`src/rtl/lcc_pkg.sv`:
```
// shared constants for the logic cell clocking block
package lcc_pkg;
   // ----------------------------------------
   // register byte offsets
   // ----------------------------------------
   localparam logic [7:0] CLK_CTRL_OFS  = 8'h00;
   localparam logic [7:0] COMB_CTRL_OFS = 8'h04;
   localparam logic [7:0] COMB0_LUT_OFS = 8'h08;
   localparam logic [7:0] COMB1_LUT_OFS = 8'h0c;
   localparam logic [7:0] CELL_CFG_OFS  = 8'h10;
   localparam logic [7:0] STATUS_OFS    = 8'h14;
   // ----------------------------------------
   // field positions
   // ----------------------------------------
   localparam int A_INT_BIT   = 0;
   localparam int B_INT_BIT   = 1;
   localparam int PAIR_SRC_LO = 2;
   localparam int PAIR_POL    = 4;
   localparam int INV0_BIT    = 0;
   localparam int INV1_BIT    = 1;
   localparam int C0_ROUTED_CLOCK_B_BIT = 2;
   localparam int C1_ROUTED_CLOCK_A_BIT = 3;
   localparam int CFG_STRIDE  = 4;
   localparam int ST_PAIR_BIT = 8;
   localparam int ST_LIVE_BIT = 9;
   localparam int ST_COMB_LO  = 10;
   // ----------------------------------------
   // reset values and counts
   // ----------------------------------------
   localparam logic [31:0] CTRL_RST = 32'h0000_0000;
   localparam logic [31:0] LUT_RST  = 32'h0000_0000;
   localparam logic [1:0]  HW_SUPPRESS_EDGES = 2'h3;
   localparam logic [1:0]  RESP_OKAY = 2'h0;
   // ----------------------------------------
   // clock network select
   // ----------------------------------------
   typedef enum logic [1:0] {
      SRC_HARD = 2'h0,
      SRC_A    = 2'h1,
      SRC_B    = 2'h2
   } lcc_src_t;
endpackage : lcc_pkg

```
`src/rtl/lcc_top.sv`:
```
// logic cell array with hard and routed clock networks, ahb-lite registers
//
// Local design decisions: the AHB-Lite register port and the placing of the registers.
`timescale 1ns/1ps
`default_nettype none
module lcc_top #(
   parameter int NUM_CELLS = 4
) (
   // ahb-lite slave
   input  wire logic                 hclk,
   input  wire logic                 hresetn,
   input  wire logic                 hsel,
   input  wire logic [7:0]           haddr,
   input  wire logic [1:0]           htrans,
   input  wire logic                 hwrite,
   input  wire logic [2:0]           hsize,
   input  wire logic [31:0]          hwdata,
   input  wire logic                 hready,
   output logic [31:0]               hrdata,
   output logic                      hreadyout,
   output logic [1:0]                hresp,
   // clock pins, sampled on hclk
   input  wire logic                 hard_clock_pin,
   input  wire logic                 routed_clock_a,
   input  wire logic                 routed_clock_b,
   input  wire logic                 test_reset_pin,
   // register cells
   input  wire logic [NUM_CELLS-1:0] cell_d,
   input  wire logic [NUM_CELLS-1:0] enable_select_lo,
   input  wire logic [NUM_CELLS-1:0] enable_select_hi,
   input  wire logic [NUM_CELLS-1:0] cell_clear,
   input  wire logic [NUM_CELLS-1:0] cell_preset,
   output logic [NUM_CELLS-1:0]      cell_q,
   // combinational cells, bit 0 of each is the invertible input
   input  wire logic [4:0]           comb0_in,
   input  wire logic [4:0]           comb1_in,
   output logic [1:0]                comb_out,
   // paired cell register
   input  wire logic                 pair_d,
   output logic                      paired_cell_register
);
   // ----------------------------------------
   // bus slave
   // ----------------------------------------
   logic [31:0]          clk_ctrl_reg;
   logic [31:0]          comb_ctrl_reg;
   logic [31:0]          lut0_reg;
   logic [31:0]          lut1_reg;
   logic [31:0]          cell_cfg_reg;
   logic [31:0]          hrdata_reg;
   logic                 wr_pend_reg;
   logic [7:0]           wr_addr_reg;
   logic                 take;
   logic [31:0]          rd_mux;
   logic [31:0]          status;
   logic [1:0]           comb_out_reg;
   logic                 hard_live;

   assign take = hsel && hready && htrans[1];
   assign hreadyout = 1'b1;
   assign hresp = lcc_pkg::RESP_OKAY;
   assign hrdata = hrdata_reg;

   always_comb begin
      status = '0;
      status[NUM_CELLS-1:0] = cell_q;
      status[lcc_pkg::ST_PAIR_BIT] = paired_cell_register;
      status[lcc_pkg::ST_LIVE_BIT] = hard_live;
      status[lcc_pkg::ST_COMB_LO +: 2] = comb_out_reg;
   end

   always_comb begin
      case ({haddr[7:2], 2'b00})
         lcc_pkg::CLK_CTRL_OFS:  rd_mux = clk_ctrl_reg;
         lcc_pkg::COMB_CTRL_OFS: rd_mux = comb_ctrl_reg;
         lcc_pkg::COMB0_LUT_OFS: rd_mux = lut0_reg;
         lcc_pkg::COMB1_LUT_OFS: rd_mux = lut1_reg;
         lcc_pkg::CELL_CFG_OFS:  rd_mux = cell_cfg_reg;
         lcc_pkg::STATUS_OFS:    rd_mux = status;
         default:                rd_mux = 32'h0000_0000;
      endcase
   end

   // read data is caught in the address phase; no wait states ever
   always_ff @(posedge hclk or negedge hresetn) begin
      if (!hresetn) begin
         hrdata_reg  <= 32'h0000_0000;
         wr_pend_reg <= 1'b0;
         wr_addr_reg <= 8'h00;
      end else begin
         wr_pend_reg <= take && hwrite;
         if (take) begin
            wr_addr_reg <= {haddr[7:2], 2'b00};
         end
         if (take && !hwrite) begin
            hrdata_reg <= rd_mux;
         end
      end
   end

   always_ff @(posedge hclk or negedge hresetn) begin
      if (!hresetn) begin
         clk_ctrl_reg  <= lcc_pkg::CTRL_RST;
         comb_ctrl_reg <= lcc_pkg::CTRL_RST;
         lut0_reg      <= lcc_pkg::LUT_RST;
         lut1_reg      <= lcc_pkg::LUT_RST;
         cell_cfg_reg  <= lcc_pkg::CTRL_RST;
      end else if (wr_pend_reg) begin
         case (wr_addr_reg)
            lcc_pkg::CLK_CTRL_OFS:  clk_ctrl_reg  <= hwdata;
            lcc_pkg::COMB_CTRL_OFS: comb_ctrl_reg <= hwdata;
            lcc_pkg::COMB0_LUT_OFS: lut0_reg      <= hwdata;
            lcc_pkg::COMB1_LUT_OFS: lut1_reg      <= hwdata;
            lcc_pkg::CELL_CFG_OFS:  cell_cfg_reg  <= hwdata;
            default: ;
         endcase
      end
   end

   // ----------------------------------------
   // combinational cells
   // ----------------------------------------
   logic [4:0]  idx0;
   logic [4:0]  idx1;
   logic        lvl_a_reg;
   logic        lvl_b_reg;

   // routed levels may stand in for input 4
   // the hard network never reaches this path
   always_comb begin
      idx0 = comb0_in;
      idx1 = comb1_in;
      idx0[0] = comb0_in[0] ^ comb_ctrl_reg[lcc_pkg::INV0_BIT];
      idx1[0] = comb1_in[0] ^ comb_ctrl_reg[lcc_pkg::INV1_BIT];
      if (comb_ctrl_reg[lcc_pkg::C0_ROUTED_CLOCK_B_BIT])
         idx0[4] = lvl_b_reg;
      if (comb_ctrl_reg[lcc_pkg::C1_ROUTED_CLOCK_A_BIT])
         idx1[4] = lvl_a_reg;
   end

   always_ff @(posedge hclk or negedge hresetn) begin
      if (!hresetn)
         comb_out_reg <= 2'h0;
      else
         comb_out_reg <= {lut1_reg[idx1], lut0_reg[idx0]};
   end
   assign comb_out = comb_out_reg;

   // ----------------------------------------
   // clock networks
   // ----------------------------------------
   logic        hard_lvl_reg;
   logic        hard_prev_reg;
   logic        a_prev_reg;
   logic        b_prev_reg;
   logic [1:0]  hard_cnt_reg;
   logic        strap_low_reg;
   logic        strap_done_reg;
   logic        hard_rise_raw;
   logic [2:0]  net_rise;
   logic [2:0]  net_fall;

   // pin or internal buffer; registered so no logic loop forms
   // the unused pin is simply ignored here
   always_ff @(posedge hclk or negedge hresetn) begin
      if (!hresetn) begin
         lvl_a_reg     <= 1'b0;
         lvl_b_reg     <= 1'b0;
         hard_lvl_reg  <= 1'b0;
         hard_prev_reg <= 1'b0;
         a_prev_reg    <= 1'b0;
         b_prev_reg    <= 1'b0;
      end else begin
         lvl_a_reg <= clk_ctrl_reg[lcc_pkg::A_INT_BIT] ? comb_out_reg[0] : routed_clock_a;
         lvl_b_reg <= clk_ctrl_reg[lcc_pkg::B_INT_BIT] ? comb_out_reg[1] : routed_clock_b;
         hard_lvl_reg  <= hard_clock_pin;
         hard_prev_reg <= hard_lvl_reg;
         a_prev_reg    <= lvl_a_reg;
         b_prev_reg    <= lvl_b_reg;
      end
   end

   // strap is caught once, on the first edge after reset
   always_ff @(posedge hclk or negedge hresetn) begin
      if (!hresetn) begin
         strap_low_reg  <= 1'b0;
         strap_done_reg <= 1'b0;
      end else if (!strap_done_reg) begin
         strap_low_reg  <= !test_reset_pin;
         strap_done_reg <= 1'b1;
      end
   end

   assign hard_rise_raw = hard_lvl_reg && !hard_prev_reg;
   assign hard_live = strap_low_reg || (hard_cnt_reg == lcc_pkg::HW_SUPPRESS_EDGES);

   // swallow the first three hard clock rises and the first two falls
   always_ff @(posedge hclk or negedge hresetn) begin
      if (!hresetn)
         hard_cnt_reg <= 2'h0;
      else if (hard_rise_raw && !hard_live)
         hard_cnt_reg <= hard_cnt_reg + 2'h1;
   end

   assign net_rise[0] = hard_rise_raw && hard_live;
   assign net_fall[0] = !hard_lvl_reg && hard_prev_reg && hard_live;
   assign net_rise[1] = lvl_a_reg && !a_prev_reg;
   assign net_fall[1] = !lvl_a_reg && a_prev_reg;
   assign net_rise[2] = lvl_b_reg && !b_prev_reg;
   assign net_fall[2] = !lvl_b_reg && b_prev_reg;

   // ----------------------------------------
   // register cells
   // ----------------------------------------
   genvar gi;
   generate
      for (gi = 0; gi < NUM_CELLS; gi++) begin : g_cell
         // per-cell source and polarity from the config word
         lcc_reg_cell u_cell (
            .hclk             (hclk),
            .hresetn          (hresetn),
            .net_rise         (net_rise),
            .net_fall         (net_fall),
            .src_sel          (cell_cfg_reg[gi*lcc_pkg::CFG_STRIDE+1 +: 2]),
            .falling          (cell_cfg_reg[gi*lcc_pkg::CFG_STRIDE]),
            .d                (cell_d[gi]),
            .enable_select_lo (enable_select_lo[gi]),
            .enable_select_hi (enable_select_hi[gi]),
            .clear            (cell_clear[gi]),
            .preset           (cell_preset[gi]),
            .q                (cell_q[gi])
         );
      end
   endgenerate

   // ----------------------------------------
   // paired cell register
   // ----------------------------------------
   logic [1:0]  pair_src;
   logic        pair_lvl;
   logic        pair_master_reg;
   logic        pair_slave_reg;

   // no slower than a real cell: the slave loads on the same hclk that a cell's edge_hit loads q_reg
   assign pair_src = clk_ctrl_reg[lcc_pkg::PAIR_SRC_LO +: 2];
   always_comb begin
      case (pair_src)
         lcc_pkg::SRC_A: pair_lvl = lvl_a_reg;
         lcc_pkg::SRC_B: pair_lvl = lvl_b_reg;
         default:        pair_lvl = hard_live && hard_lvl_reg;
      endcase
   end

   // master transparent on one level, slave on the other
   always_ff @(posedge hclk or negedge hresetn) begin
      if (!hresetn) begin
         pair_master_reg <= 1'b0;
         pair_slave_reg  <= 1'b0;
      end else if ((pair_lvl ^ clk_ctrl_reg[lcc_pkg::PAIR_POL]) == 1'b0) begin
         pair_master_reg <= pair_d;
      end else begin
         pair_slave_reg <= pair_master_reg;
      end
   end
   assign paired_cell_register = pair_slave_reg;

   // ----------------------------------------
   // checks
   // ----------------------------------------
   property p_hard_gate;
      @(posedge hclk) disable iff (!hresetn)
         (!strap_low_reg && hard_cnt_reg != lcc_pkg::HW_SUPPRESS_EDGES) |-> !net_rise[0];
   endproperty
   a_hard_gate: assert property (p_hard_gate) else $error("hard edge passed too early");
   property p_hard_open;
      @(posedge hclk) disable iff (!hresetn)
         (hard_rise_raw && hard_cnt_reg == 2'h2 && !strap_low_reg) |=> hard_live;
   endproperty
   a_hard_open: assert property (p_hard_open) else $error("hard clock not live");
   property p_strap;
      @(posedge hclk) disable iff (!hresetn)
         (strap_done_reg && strap_low_reg && hard_rise_raw) |-> net_rise[0];
   endproperty
   a_strap: assert property (p_strap) else $error("strapped edge lost");
   property p_route_a;
      @(posedge hclk) disable iff (!hresetn)
         clk_ctrl_reg[lcc_pkg::A_INT_BIT] ##1 clk_ctrl_reg[lcc_pkg::A_INT_BIT]
         |-> lvl_a_reg == $past(comb_out_reg[0]);
   endproperty
   a_route_a: assert property (p_route_a) else $error("routed a source wrong");
   property p_comb0;
      @(posedge hclk) disable iff (!hresetn)
         ##1 comb_out_reg[0] == $past(lut0_reg[idx0]);
   endproperty
   a_comb0: assert property (p_comb0) else $error("lookup result wrong");
   property p_pair;
      @(posedge hclk) disable iff (!hresetn)
         (pair_slave_reg != $past(pair_slave_reg))
         |-> ($past(pair_lvl) ^ $past(clk_ctrl_reg[lcc_pkg::PAIR_POL]));
   endproperty
   a_pair: assert property (p_pair) else $error("paired cell moved off level");
   property p_okay;
      @(posedge hclk) disable iff (!hresetn) hreadyout && hresp == lcc_pkg::RESP_OKAY;
   endproperty
   a_okay: assert property (p_okay) else $error("bus answer not okay");
   property p_read;
      @(posedge hclk) disable iff (!hresetn)
         (take && !hwrite && {haddr[7:2], 2'b00} == lcc_pkg::COMB0_LUT_OFS)
         |=> hrdata == $past(lut0_reg);
   endproperty
   a_read: assert property (p_read) else $error("read data wrong");

   c_hard_live: cover property (@(posedge hclk) disable iff (!hresetn) net_rise[0]);
   c_route_int: cover property (@(posedge hclk) disable iff (!hresetn)
      clk_ctrl_reg[lcc_pkg::A_INT_BIT] && net_rise[1]);
   c_pair_out: cover property (@(posedge hclk) disable iff (!hresetn)
      paired_cell_register);
   c_comb_clk: cover property (@(posedge hclk) disable iff (!hresetn)
      comb_ctrl_reg[lcc_pkg::C1_ROUTED_CLOCK_A_BIT] && comb_out_reg[1]);
endmodule : lcc_top
`default_nettype wire

```
`src/rtl/lcc_reg_cell.sv`:
```
// one register cell: edge select, polarity, enable, async force
`timescale 1ns/1ps
`default_nettype none
module lcc_reg_cell (
   // clock and reset
   input  wire logic       hclk,
   input  wire logic       hresetn,
   // clock network edges: 0 hard, 1 routed a, 2 routed b
   input  wire logic [2:0] net_rise,
   input  wire logic [2:0] net_fall,
   // configuration
   input  wire logic [1:0] src_sel,
   input  wire logic       falling,
   // user side
   input  wire logic       d,
   input  wire logic       enable_select_lo,
   input  wire logic       enable_select_hi,
   input  wire logic       clear,
   input  wire logic       preset,
   output logic            q
);
   logic q_reg;
   logic q_next;
   logic en;
   logic edge_hit;
   logic [1:0] idx;

   assign idx = (src_sel > 2'h2) ? 2'h0 : src_sel;
   assign edge_hit = falling ? net_fall[idx] : net_rise[idx];
   // enable from the two select lines
   assign en = enable_select_lo | enable_select_hi;

   always_comb begin
      if (clear)
         q_next = 1'b0;
      else if (preset)
         q_next = 1'b1;
      else if (edge_hit && en)
         q_next = d;
      else
         q_next = q_reg;
   end

   always_ff @(posedge hclk or negedge hresetn) begin
      if (!hresetn)
         q_reg <= 1'b0;
      else
         q_reg <= q_next;
   end

   // force acts without waiting for an edge
   assign q = clear ? 1'b0 : (preset ? 1'b1 : q_reg);

   property p_clear_low;
      @(posedge hclk) disable iff (!hresetn) clear |-> !q;
   endproperty
   a_clear_low: assert property (p_clear_low) else $error("clear did not force low");
   property p_preset_high;
      @(posedge hclk) disable iff (!hresetn) (preset && !clear) |-> q;
   endproperty
   a_preset_high: assert property (p_preset_high) else $error("preset did not force high");
   property p_hold;
      @(posedge hclk) disable iff (!hresetn)
         (!en && !clear && !preset) |=> (q_reg == $past(q_reg));
   endproperty
   a_hold: assert property (p_hold) else $error("value moved while disabled");
   property p_capture;
      @(posedge hclk) disable iff (!hresetn)
         (edge_hit && en && !clear && !preset) |=> (q_reg == $past(d));
   endproperty
   a_capture: assert property (p_capture) else $error("selected edge missed");
endmodule : lcc_reg_cell
`default_nettype wire

```
`config.mk`:
```
export PLATFORM = sky130hd
export DESIGN_NAME = lcc_top
export DESIGN_NICKNAME = d
export VERILOG_FILES = /design/src/rtl/lcc_pkg.sv /design/src/rtl/lcc_top.sv /design/src/rtl/lcc_reg_cell.sv
export SDC_FILE = /design/constraint.sdc
export NUM_CORES = 1
export LEC_CHECK = 0
export BUFFER_PORTS_ARGS = -buffer_cell sky130_fd_sc_hd__buf_2
export CORE_MARGIN = 2
export CORE_UTILIZATION = 36
export CTS_CLUSTER_SIZE = 12
export DETAILED_ROUTE_END_ITERATION = 16
export GPL_TIMING_DRIVEN = 0
export SYNTH_ARGS = -nofsm -noshare
export SYNTH_HDL_FRONTEND = slang
export SYNTH_SLANG_ARGS = --single-unit
```
`constraint.sdc`:
```
create_clock -name hclk -period 7.4 [get_ports hclk]
set_clock_uncertainty 0.05 [all_clocks]
set_input_delay 1.11 -clock hclk [delete_from_list [all_inputs] [get_ports hclk]]
set_output_delay 1.11 -clock hclk [all_outputs]
set_load 0.05 [all_outputs]
```
; ---- After elaboration in Yosys (flattened, before gate mapping)
; Index checks and enable logic that the tools add are counted.
; W data, S select, Z words.
[totals]
ff_bits = 217
output_inout_bits = 42
wordCells = 147
[classes]
addsub = 1
magnitude_cmp = 10
n_eq_ne = 12
n_mux = 54
bitwise = 7
n_reduce_logical = 39
[op_table]
columns = op, n
row1 = $pmux W32 S6, 1
row2 = $mux W1, 38
row3 = $eq A6 B2 Y1 const B, 4
row4 = $eq A6 B3 Y1 const B, 3
row5 = $logic_and A1 B1 Y1, 18
row6 = $bmux W1 S2, 8
row7 = $eq A6 B1 Y1 const B, 2
row8 = $lt A2 B3 Y1 const B, 4
row9 = $lt A5 B6 Y1 const B, 2
row10 = $reduce_bool A3 Y1, 4
row11 = $bmux W1 S5, 2
row12 = $reduce_and A2 Y1, 5
row13 = $logic_not A1 Y1, 9
row14 = $gt A2 B2 Y1 const B, 4
row15 = $logic_not A8 Y1, 1
row16 = $mux W2, 4
row17 = $logic_not A6 Y1, 1
row18 = $eq A2 B2 Y1 const B, 2
row19 = $or A1 B1 Y1, 4
row20 = $xor A1 B1 Y1, 3
row21 = $add A2 B1 Y2 const B, 1
row22 = $eq A2 B1 Y1 const B, 1
row23 = $pmux W1 S2, 1
row24 = $logic_or A1 B1 Y1, 1

; ---- Depth between registers and ports, before layout
; Gate-level depths: netlist of the first run.
[depth]
ltp_word = 10
depth_mapped = 7

; ---- By module
; From an unflattened synthesis of the first run, not the netlist that was laid out.
[unflattened]
hier_cells = 798
hier_area_um2 = 10172.3
[by_module_without_submodules]
columns = module, n_inst, cells_each, area_per_inst_um2
row1 = lcc_top, 1, 726, 9521.6
row2 = lcc_reg_cell, 4, 18, 162.7

; ---- Worst setup path before layout of the first run
; No wires, ideal clock.
[synth_path]
kind = input port to flip-flop
from = in comb1_in[0]
to = reg comb_out_reg[1] (netlist: comb_out[1])
setup_time_ps = 126
t_arrival_ps = 2912
required_ps = 7224
slack_ps = 4312
path_stages = 5
n_path_buf = 0
cell_sequence = xnor2_2 > mux4_1 > mux4_2 > nor2b_1 > a311o_1
[synth_between]
elab_chain_len = 3
[synth_lines]
columns = element, line
row1 = "start, declared", lcc_top.sv:36  ; input wire logic [4:0] comb1_in,
row2 = $xor A1 B1 Y1, lcc_top.sv:134  ; idx1[0] = comb1_in[0] ^ comb_ctrl_reg[lcc_pkg::INV1_BIT];
row3 = $bmux W1 S5, lcc_top.sv:145  ; comb_out_reg <= {lut1_reg[idx1], lut0_reg[idx0]};
row4 = $mux W1 (implied by the code), lcc_top.sv:145
row5 = "end signal, assigned", lcc_top.sv:145
row6 = "end, declared", lcc_top.sv:56  ; logic [1:0] comb_out_reg;
; Every way passes these cells. The select of a mux whose other input is x is not followed.
; A chain may end at the register's enable or synchronous reset.

; ---- Worst setup path in the final report of the first run
[layout_path]
from = in haddr[4]
to = reg hrdata_reg[13] (netlist: hrdata[13])
[layout_between]
elab_chain_len = 2
word_cells_on_any_way = 7
classes_between = eq/ne: 5 / mux: 1 / reduce/logical: 1
[layout_lines]
columns = element, line
row1 = "start, declared", lcc_top.sv:13  ; input wire logic [7:0] haddr,
row2 = $eq A6 B3 Y1 (tied with other cells), lcc_top.sv:73  ; case ({haddr[7:2], 2'b00})
row3 = $pmux W32 S6 (*), lcc_top.sv:73
row4 = "end signal, assigned", lcc_top.sv:96  ; hrdata_reg <= rd_mux;
row5 = "end, declared", lcc_top.sv:50  ; logic [31:0] hrdata_reg;
; Mark *: on every way between the ends. The rest lies on a longest branch, timed or not.

==> impl_metrics.env, run 1 <==
export IMPL_status="completed"
export IMPL_synth_top_family_by_area="multiplexers"
export IMPL_cts_tree="done"
export IMPL_critPathKind="in -> reg"
export IMPL_drt_vias_per_instance=5.41
export IMPL_postCtsHoldBufs=0
export IMPL_dr_pass1_iters=5
export IMPL_vias=7177
export IMPL_hold_viol_final=0
export IMPL_synth_edf_count=0
export IMPL_synthSimpleGateAreaFrac_pct=5.46
export IMPL_grt_usage_pct=18.8
export IMPL_start_kind="input pin"
export IMPL_p_leak_nw=5.54
export IMPL_fin_crit_ns=3.50
export IMPL_synth_xor_area_share_pct=0.486
export IMPL_maxSlewHeadroom_pct=7.58
export IMPL_cts_buffer_depth=3
export IMPL_drive_gt1_share_pct=39.4
export IMPL_clk_latency_ns=0.53
export IMPL_num_rows=61
export IMPL_grt_ovfl_total=0
export IMPL_die_width_um=173
export IMPL_startpoint="haddr[4]"
export IMPL_grt_pass1_wl_mm=43.4
export IMPL_drc=0
export IMPL_cts_max_level=1
export IMPL_dieArea_sq_mm=0.0300
export IMPL_ys_ff_latch=217
export IMPL_cp_max_fo=10
export IMPL_gp_congestion=0.817
export IMPL_tns_ns=0
export IMPL_antenna_found_initial=3
export IMPL_syn_to_final_growth_pct=18.8
export IMPL_clock_fmax_mhz=286
export IMPL_first_iter_violations=510
export IMPL_cts_root_buf="clkbuf_16"
export IMPL_core_area_sq_mm=0.0279
export IMPL_first_global_vias=7013
export IMPL_final_antenna_net_count=0
export IMPL_synth_top_cell_area_share_pct=52.8
export IMPL_cts_inserted_buffers=25
export IMPL_ys_types=44
export IMPL_maxCapViolCount=0
export IMPL_dp_hpwl_mm=20.5
export IMPL_worstReg2RegStart="wr_addr_reg[5]"
export IMPL_yosysMostFrequentCell="dfrtp_1"
export IMPL_routedWlPerCell_um=21.5
export IMPL_cp_required_ns=7.78
export IMPL_powerDensity_mw_per_mm2=254
export IMPL_rsz0062_at_grt="false"
export IMPL_ys_seq_area_share_pct=52.8
export IMPL_synth_adder_area_share_pct=0.365
export IMPL_setup_viol=0
export IMPL_maxSlewViolCount=0
export IMPL_synth_warnings=0
export IMPL_yosys_area_top_type="dfrtp_1"
export IMPL_cts_resized_gates=0
export IMPL_syn_cell_area_sq_mm=0.0103
export IMPL_netlist_instances=784
export IMPL_start_util_pct=36.8
export IMPL_fp_dieH_um=173
export IMPL_ir_worst_vdd_v=0.000189
export IMPL_cts_setup_buffers=0
export IMPL_synth_flop_cell="dfrtp_1"
export IMPL_synthTopCellsByCount="dfrtp_1, mux2_2, mux2i_1"
export IMPL_synth_area_per_cell_sq_um=13.1
export IMPL_nets=1018
export IMPL_arrival_ns=3.87
export IMPL_clock_sinks=217
export IMPL_worstMarginPinSlew_ns=1.37
export IMPL_synth_mux_area_share_pct=31.0
export IMPL_cp_end_kind="flip-flop"
export IMPL_synth_compound_area_share_pct=7.10
export IMPL_finalCritPeriodShare_pct=47.3
export IMPL_ios=127
export IMPL_netlist_top_cells_area="dfrtp_1, mux2_2, mux2i_1"
export IMPL_async_flop_share_pct=100
export IMPL_hold_path_class="reg -> reg"
export IMPL_grt_max_degree=117
export IMPL_hold_start="lvl_b_reg"
export IMPL_numPortBuffers=115
export IMPL_path_clk_slew_ns=0.06
export IMPL_place_area_sq_mm=0.0114
export IMPL_final_area_sq_mm=0.0122
export IMPL_wl_mm=28.5
[layer usage]
layer | wire, um | GRT usage (%)
met4 | 694 | 5.23
met2 | 13300 | 29.7
met1 | 12700 | 26.5
met5 | 7 | 0
met3 | 1790 | 3.72
[path summary, 6_finish.rpt]
| check | cells past startpoint | slack, ns | end |
|---|---|---|---|
| max in group asynchronous | 3 | 5.76 | cell_cfg_reg[23] |
| min in group asynchronous | 1 | 0.34 | cell_cfg_reg[1] |
| worst max-delay path | 7 | 3.90 | hrdata[13] |
| worst min-delay path | 0 | 0.32 | b_prev_reg |
| worst max register to register | 6 | 4.41 | clk_ctrl_reg[30] |
| worst min register to register | 0 | 0.32 | b_prev_reg |
[stage by stage]
step | instances | worst slack [ns] | total power [mW] | util (%) | hold WS [ns]
2_1_floorplan | 786 | 4.31 | 1.73 | - | 0.299
3_3_place_gp | 1279 | 1.27 | 1.88 | 40.6 | 0.304
3_5_place_dp | 1281 | 3.38 | 1.90 | 40.9 | 0.306
4_1_cts | 1325 | 3.92 | 3.13 | 43.7 | 0.322
5_1_grt | 1325 | 3.75 | 3.24 | 43.7 | 0.333
6_report | 1327 | 3.90 | 3.11 | 43.8 | 0.324
[cells in the final DEF, fill, tap and decap left out, drive strengths merged, types with 25 or more instances in the layout]
cell      n
nor2     26
nand2    41
buf     143
mux2i    64
a21oi    25
dfrtp   217
mux2    173
mux4     26
o21ai    33
clkbuf   69
[layout make-up]
type                    count  area (sq um)
inverters                  11          41.3
clock inverters             4          72.6
multi-input cells         503          4580
diodes                      2          5.00
flip-flops and latches    217          5430
well taps                 378           473
clock buffers              40           732
repair buffers            117           641
plain buffers              55           245
fillers                  2619         15700
[cells by family (layout without fill, tap and decap cells)]
logic type | count (synthesis) | count (layout)
multiplexers | 263 | 263
XOR/XNOR | 4 | 4
AO/OA/AOI/OAI | 115 | 115
flip-flops | 217 | 217
AND/OR/NAND/NOR | 114 | 114
other | 2 | 6
buffers and inverters | 66 | 227
adder cells (fa/ha/maj) | 3 | 3
[where the power goes]
part	internal, mW	switching, mW
clock	0.741	0.483
sequential	1.32	0.0932
combinational	0.231	0.240
total	2.29	0.816
[worst max-delay path, cell delays in order]
cell and delay [ns]:
buf_2 0.21, nor4_1 1.17, nand2_1 0.48, clkbuf_1 0.39, o22ai_1 0.21, a21oi_1 0.11, o21ai_0 0.18
Power figures use the tool's default switching activity.
==> inputs of run 2 (changes only) <==
- clock period: 7.4 -> 3 ns (I/O delays scaled with it)
==> impl_metrics.env, run 2 (synthesis results as in run 1) <==
export IMPL_finalCritPeriodShare_pct=95.9
export IMPL_powerDensity_mw_per_mm2=626
export IMPL_rsz0062_at_grt="false"
export IMPL_drc=0
export IMPL_dieArea_sq_mm=0.0300
export IMPL_antenna_found_initial=3
export IMPL_die_width_um=173
export IMPL_ios=127
export IMPL_worstMarginPinSlew_ns=1.36
export IMPL_path_clk_slew_ns=0.06
export IMPL_dp_hpwl_mm=20.5
export IMPL_status="completed"
export IMPL_core_area_sq_mm=0.0279
export IMPL_wl_mm=28.5
export IMPL_grt_usage_pct=18.8
export IMPL_mostFrequentLayoutCells="dfrtp_1, mux2_2, buf_2, mux2i_1, nand2_1"
export IMPL_final_antenna_net_count=0
export IMPL_routedWlPerCell_um=21.4
export IMPL_gp_congestion=0.817
export IMPL_clock_sinks=217
export IMPL_worstReg2RegStart="lvl_a_reg"
export IMPL_cts_root_buf="clkbuf_16"
export IMPL_hold_viol_final=0
export IMPL_start_util_pct=36.8
export IMPL_fin_crit_ns=2.88
export IMPL_instances_no_fill=1329
export IMPL_dr_pass1_iters=5
export IMPL_maxSlewHeadroom_pct=8.64
export IMPL_cp_end_kind="flip-flop"
export IMPL_arrival_ns=3.23
export IMPL_start_kind="flip-flop"
export IMPL_total_power_mw=7.67
export IMPL_vias=7130
export IMPL_dp_slack_ns=-0.357
export IMPL_hold_start="cell_clear[0]"
export IMPL_min_to="g_cell[0].u_cell.q_reg"
export IMPL_clock_fmax_mhz=348
export IMPL_ir_worst_vdd_v=0.000462
export IMPL_p_leak_nw=5.56
export IMPL_grt_pass1_wl_mm=43.4
export IMPL_maxCapViolCount=0
export IMPL_fp_dieH_um=173
export IMPL_r2r_cells=6
export IMPL_maxSlewViolCount=0
export IMPL_cts_buffer_depth=3
export IMPL_num_rows=61
export IMPL_cts_tree="done"
export IMPL_timing_rr_end="comb_out[1]"
export IMPL_cts_setup_buffers=0
export IMPL_final_common_cell="dfrtp_1"
export IMPL_critPathKind="reg -> reg"
export IMPL_cts_inserted_buffers=25
export IMPL_hold_path_class="in -> reg"
export IMPL_hold_depth=2
export IMPL_clk_latency_ns=0.53
export IMPL_dp_cells=1281
export IMPL_grt_max_degree=117
export IMPL_cp_required_ns=3.35
export IMPL_numPortBuffers=115
export IMPL_reg2reg_slack_ns=0.12
export IMPL_cp_max_fo=10
export IMPL_cts_max_level=1
export IMPL_setup_slack_ns=0.123
export IMPL_syn_to_final_growth_pct=19.0
export IMPL_drt_vias_per_instance=5.36
export IMPL_drive_gt1_share_pct=39.4
export IMPL_setup_viol=0
export IMPL_first_iter_violations=480
export IMPL_nets=1020
export IMPL_grt_ovfl_total=0
export IMPL_first_global_vias=7019
## run 2: cell types whose count changed in the layout (fill, tap and decap cells not counted), sizes merged
cell / before / now
dlygate4sd3: 0 / 2
## run 2: through the flow
stage	cell area [sq um]	hold slack (ns)	setup TNS (ns)	util, %
after CTS	12200	0.0347	0	43.8
after detailed placement	11400	0.226	-6.06	40.9
final	12200	0.0465	0	43.8
after global placement	11300	0.304	-539.01	40.6
after floorplan	10300	0.104	0	-
after global routing	12200	0.0546	0	43.8
## run 2: worst max path at each step
stage	from	to	slack, ns	cells after the start
3_5_place_dp	haddr[4]	hrdata[13]	-0.36	7
5_1_grt	haddr[4]	hrdata[14]	0.009	7
3_3_place_gp	hresetn	cell_cfg_reg[26]	-2.47	1
6_report	lvl_a_reg	comb_out[1]	0.12	6
2_1_floorplan	lvl_b_reg	comb_out[0]	0.52	6
4_1_cts	wr_addr_reg[5]	clk_ctrl_reg[30]	0.04	6
## run 2: critical path, stage by stage, from the launching register on
cell     delay, ns
dfrtp_1       0.37
buf_2         0.19
mux2i_2       0.63
mux4_2        0.60
mux4_2        0.46
nor2b_1       0.14
a311o_1       0.30
## run 2: layout make-up
class / instances / area [sq um]
Clock buffer: 40 / 732
Multi-Input combinational cell: 503 / 4580
Inverter: 11 / 41.3
Fill cell: 2622 / 15700
Buffer: 55 / 246
Sequential cell: 217 / 5430
Clock inverter: 4 / 72.6
Tap cell: 378 / 473
Antenna cell: 2 / 5.00
Timing Repair Buffer: 119 / 661
## run 2: power by group
part	internal (mW)	total, mW	switching, mW
sequential	3.25	3.48	0.229
combinational	0.570	1.16	0.593
clock	1.83	3.02	1.20
total	5.65	7.67	2.02
## run 2: layer usage
layer	part of all wire (%)	GRT usage (%)
met1	45	26.5
met4	2.3	5.23
met3	6.2	3.72
met2	47	29.7
met5	0.025	0
## run 2: repair_timing
action	in CTS	in global routing
hold buffers	2	0
setup endpoints to repair	0	6
hold endpoints to repair	13	0
gates resized for setup	0	2
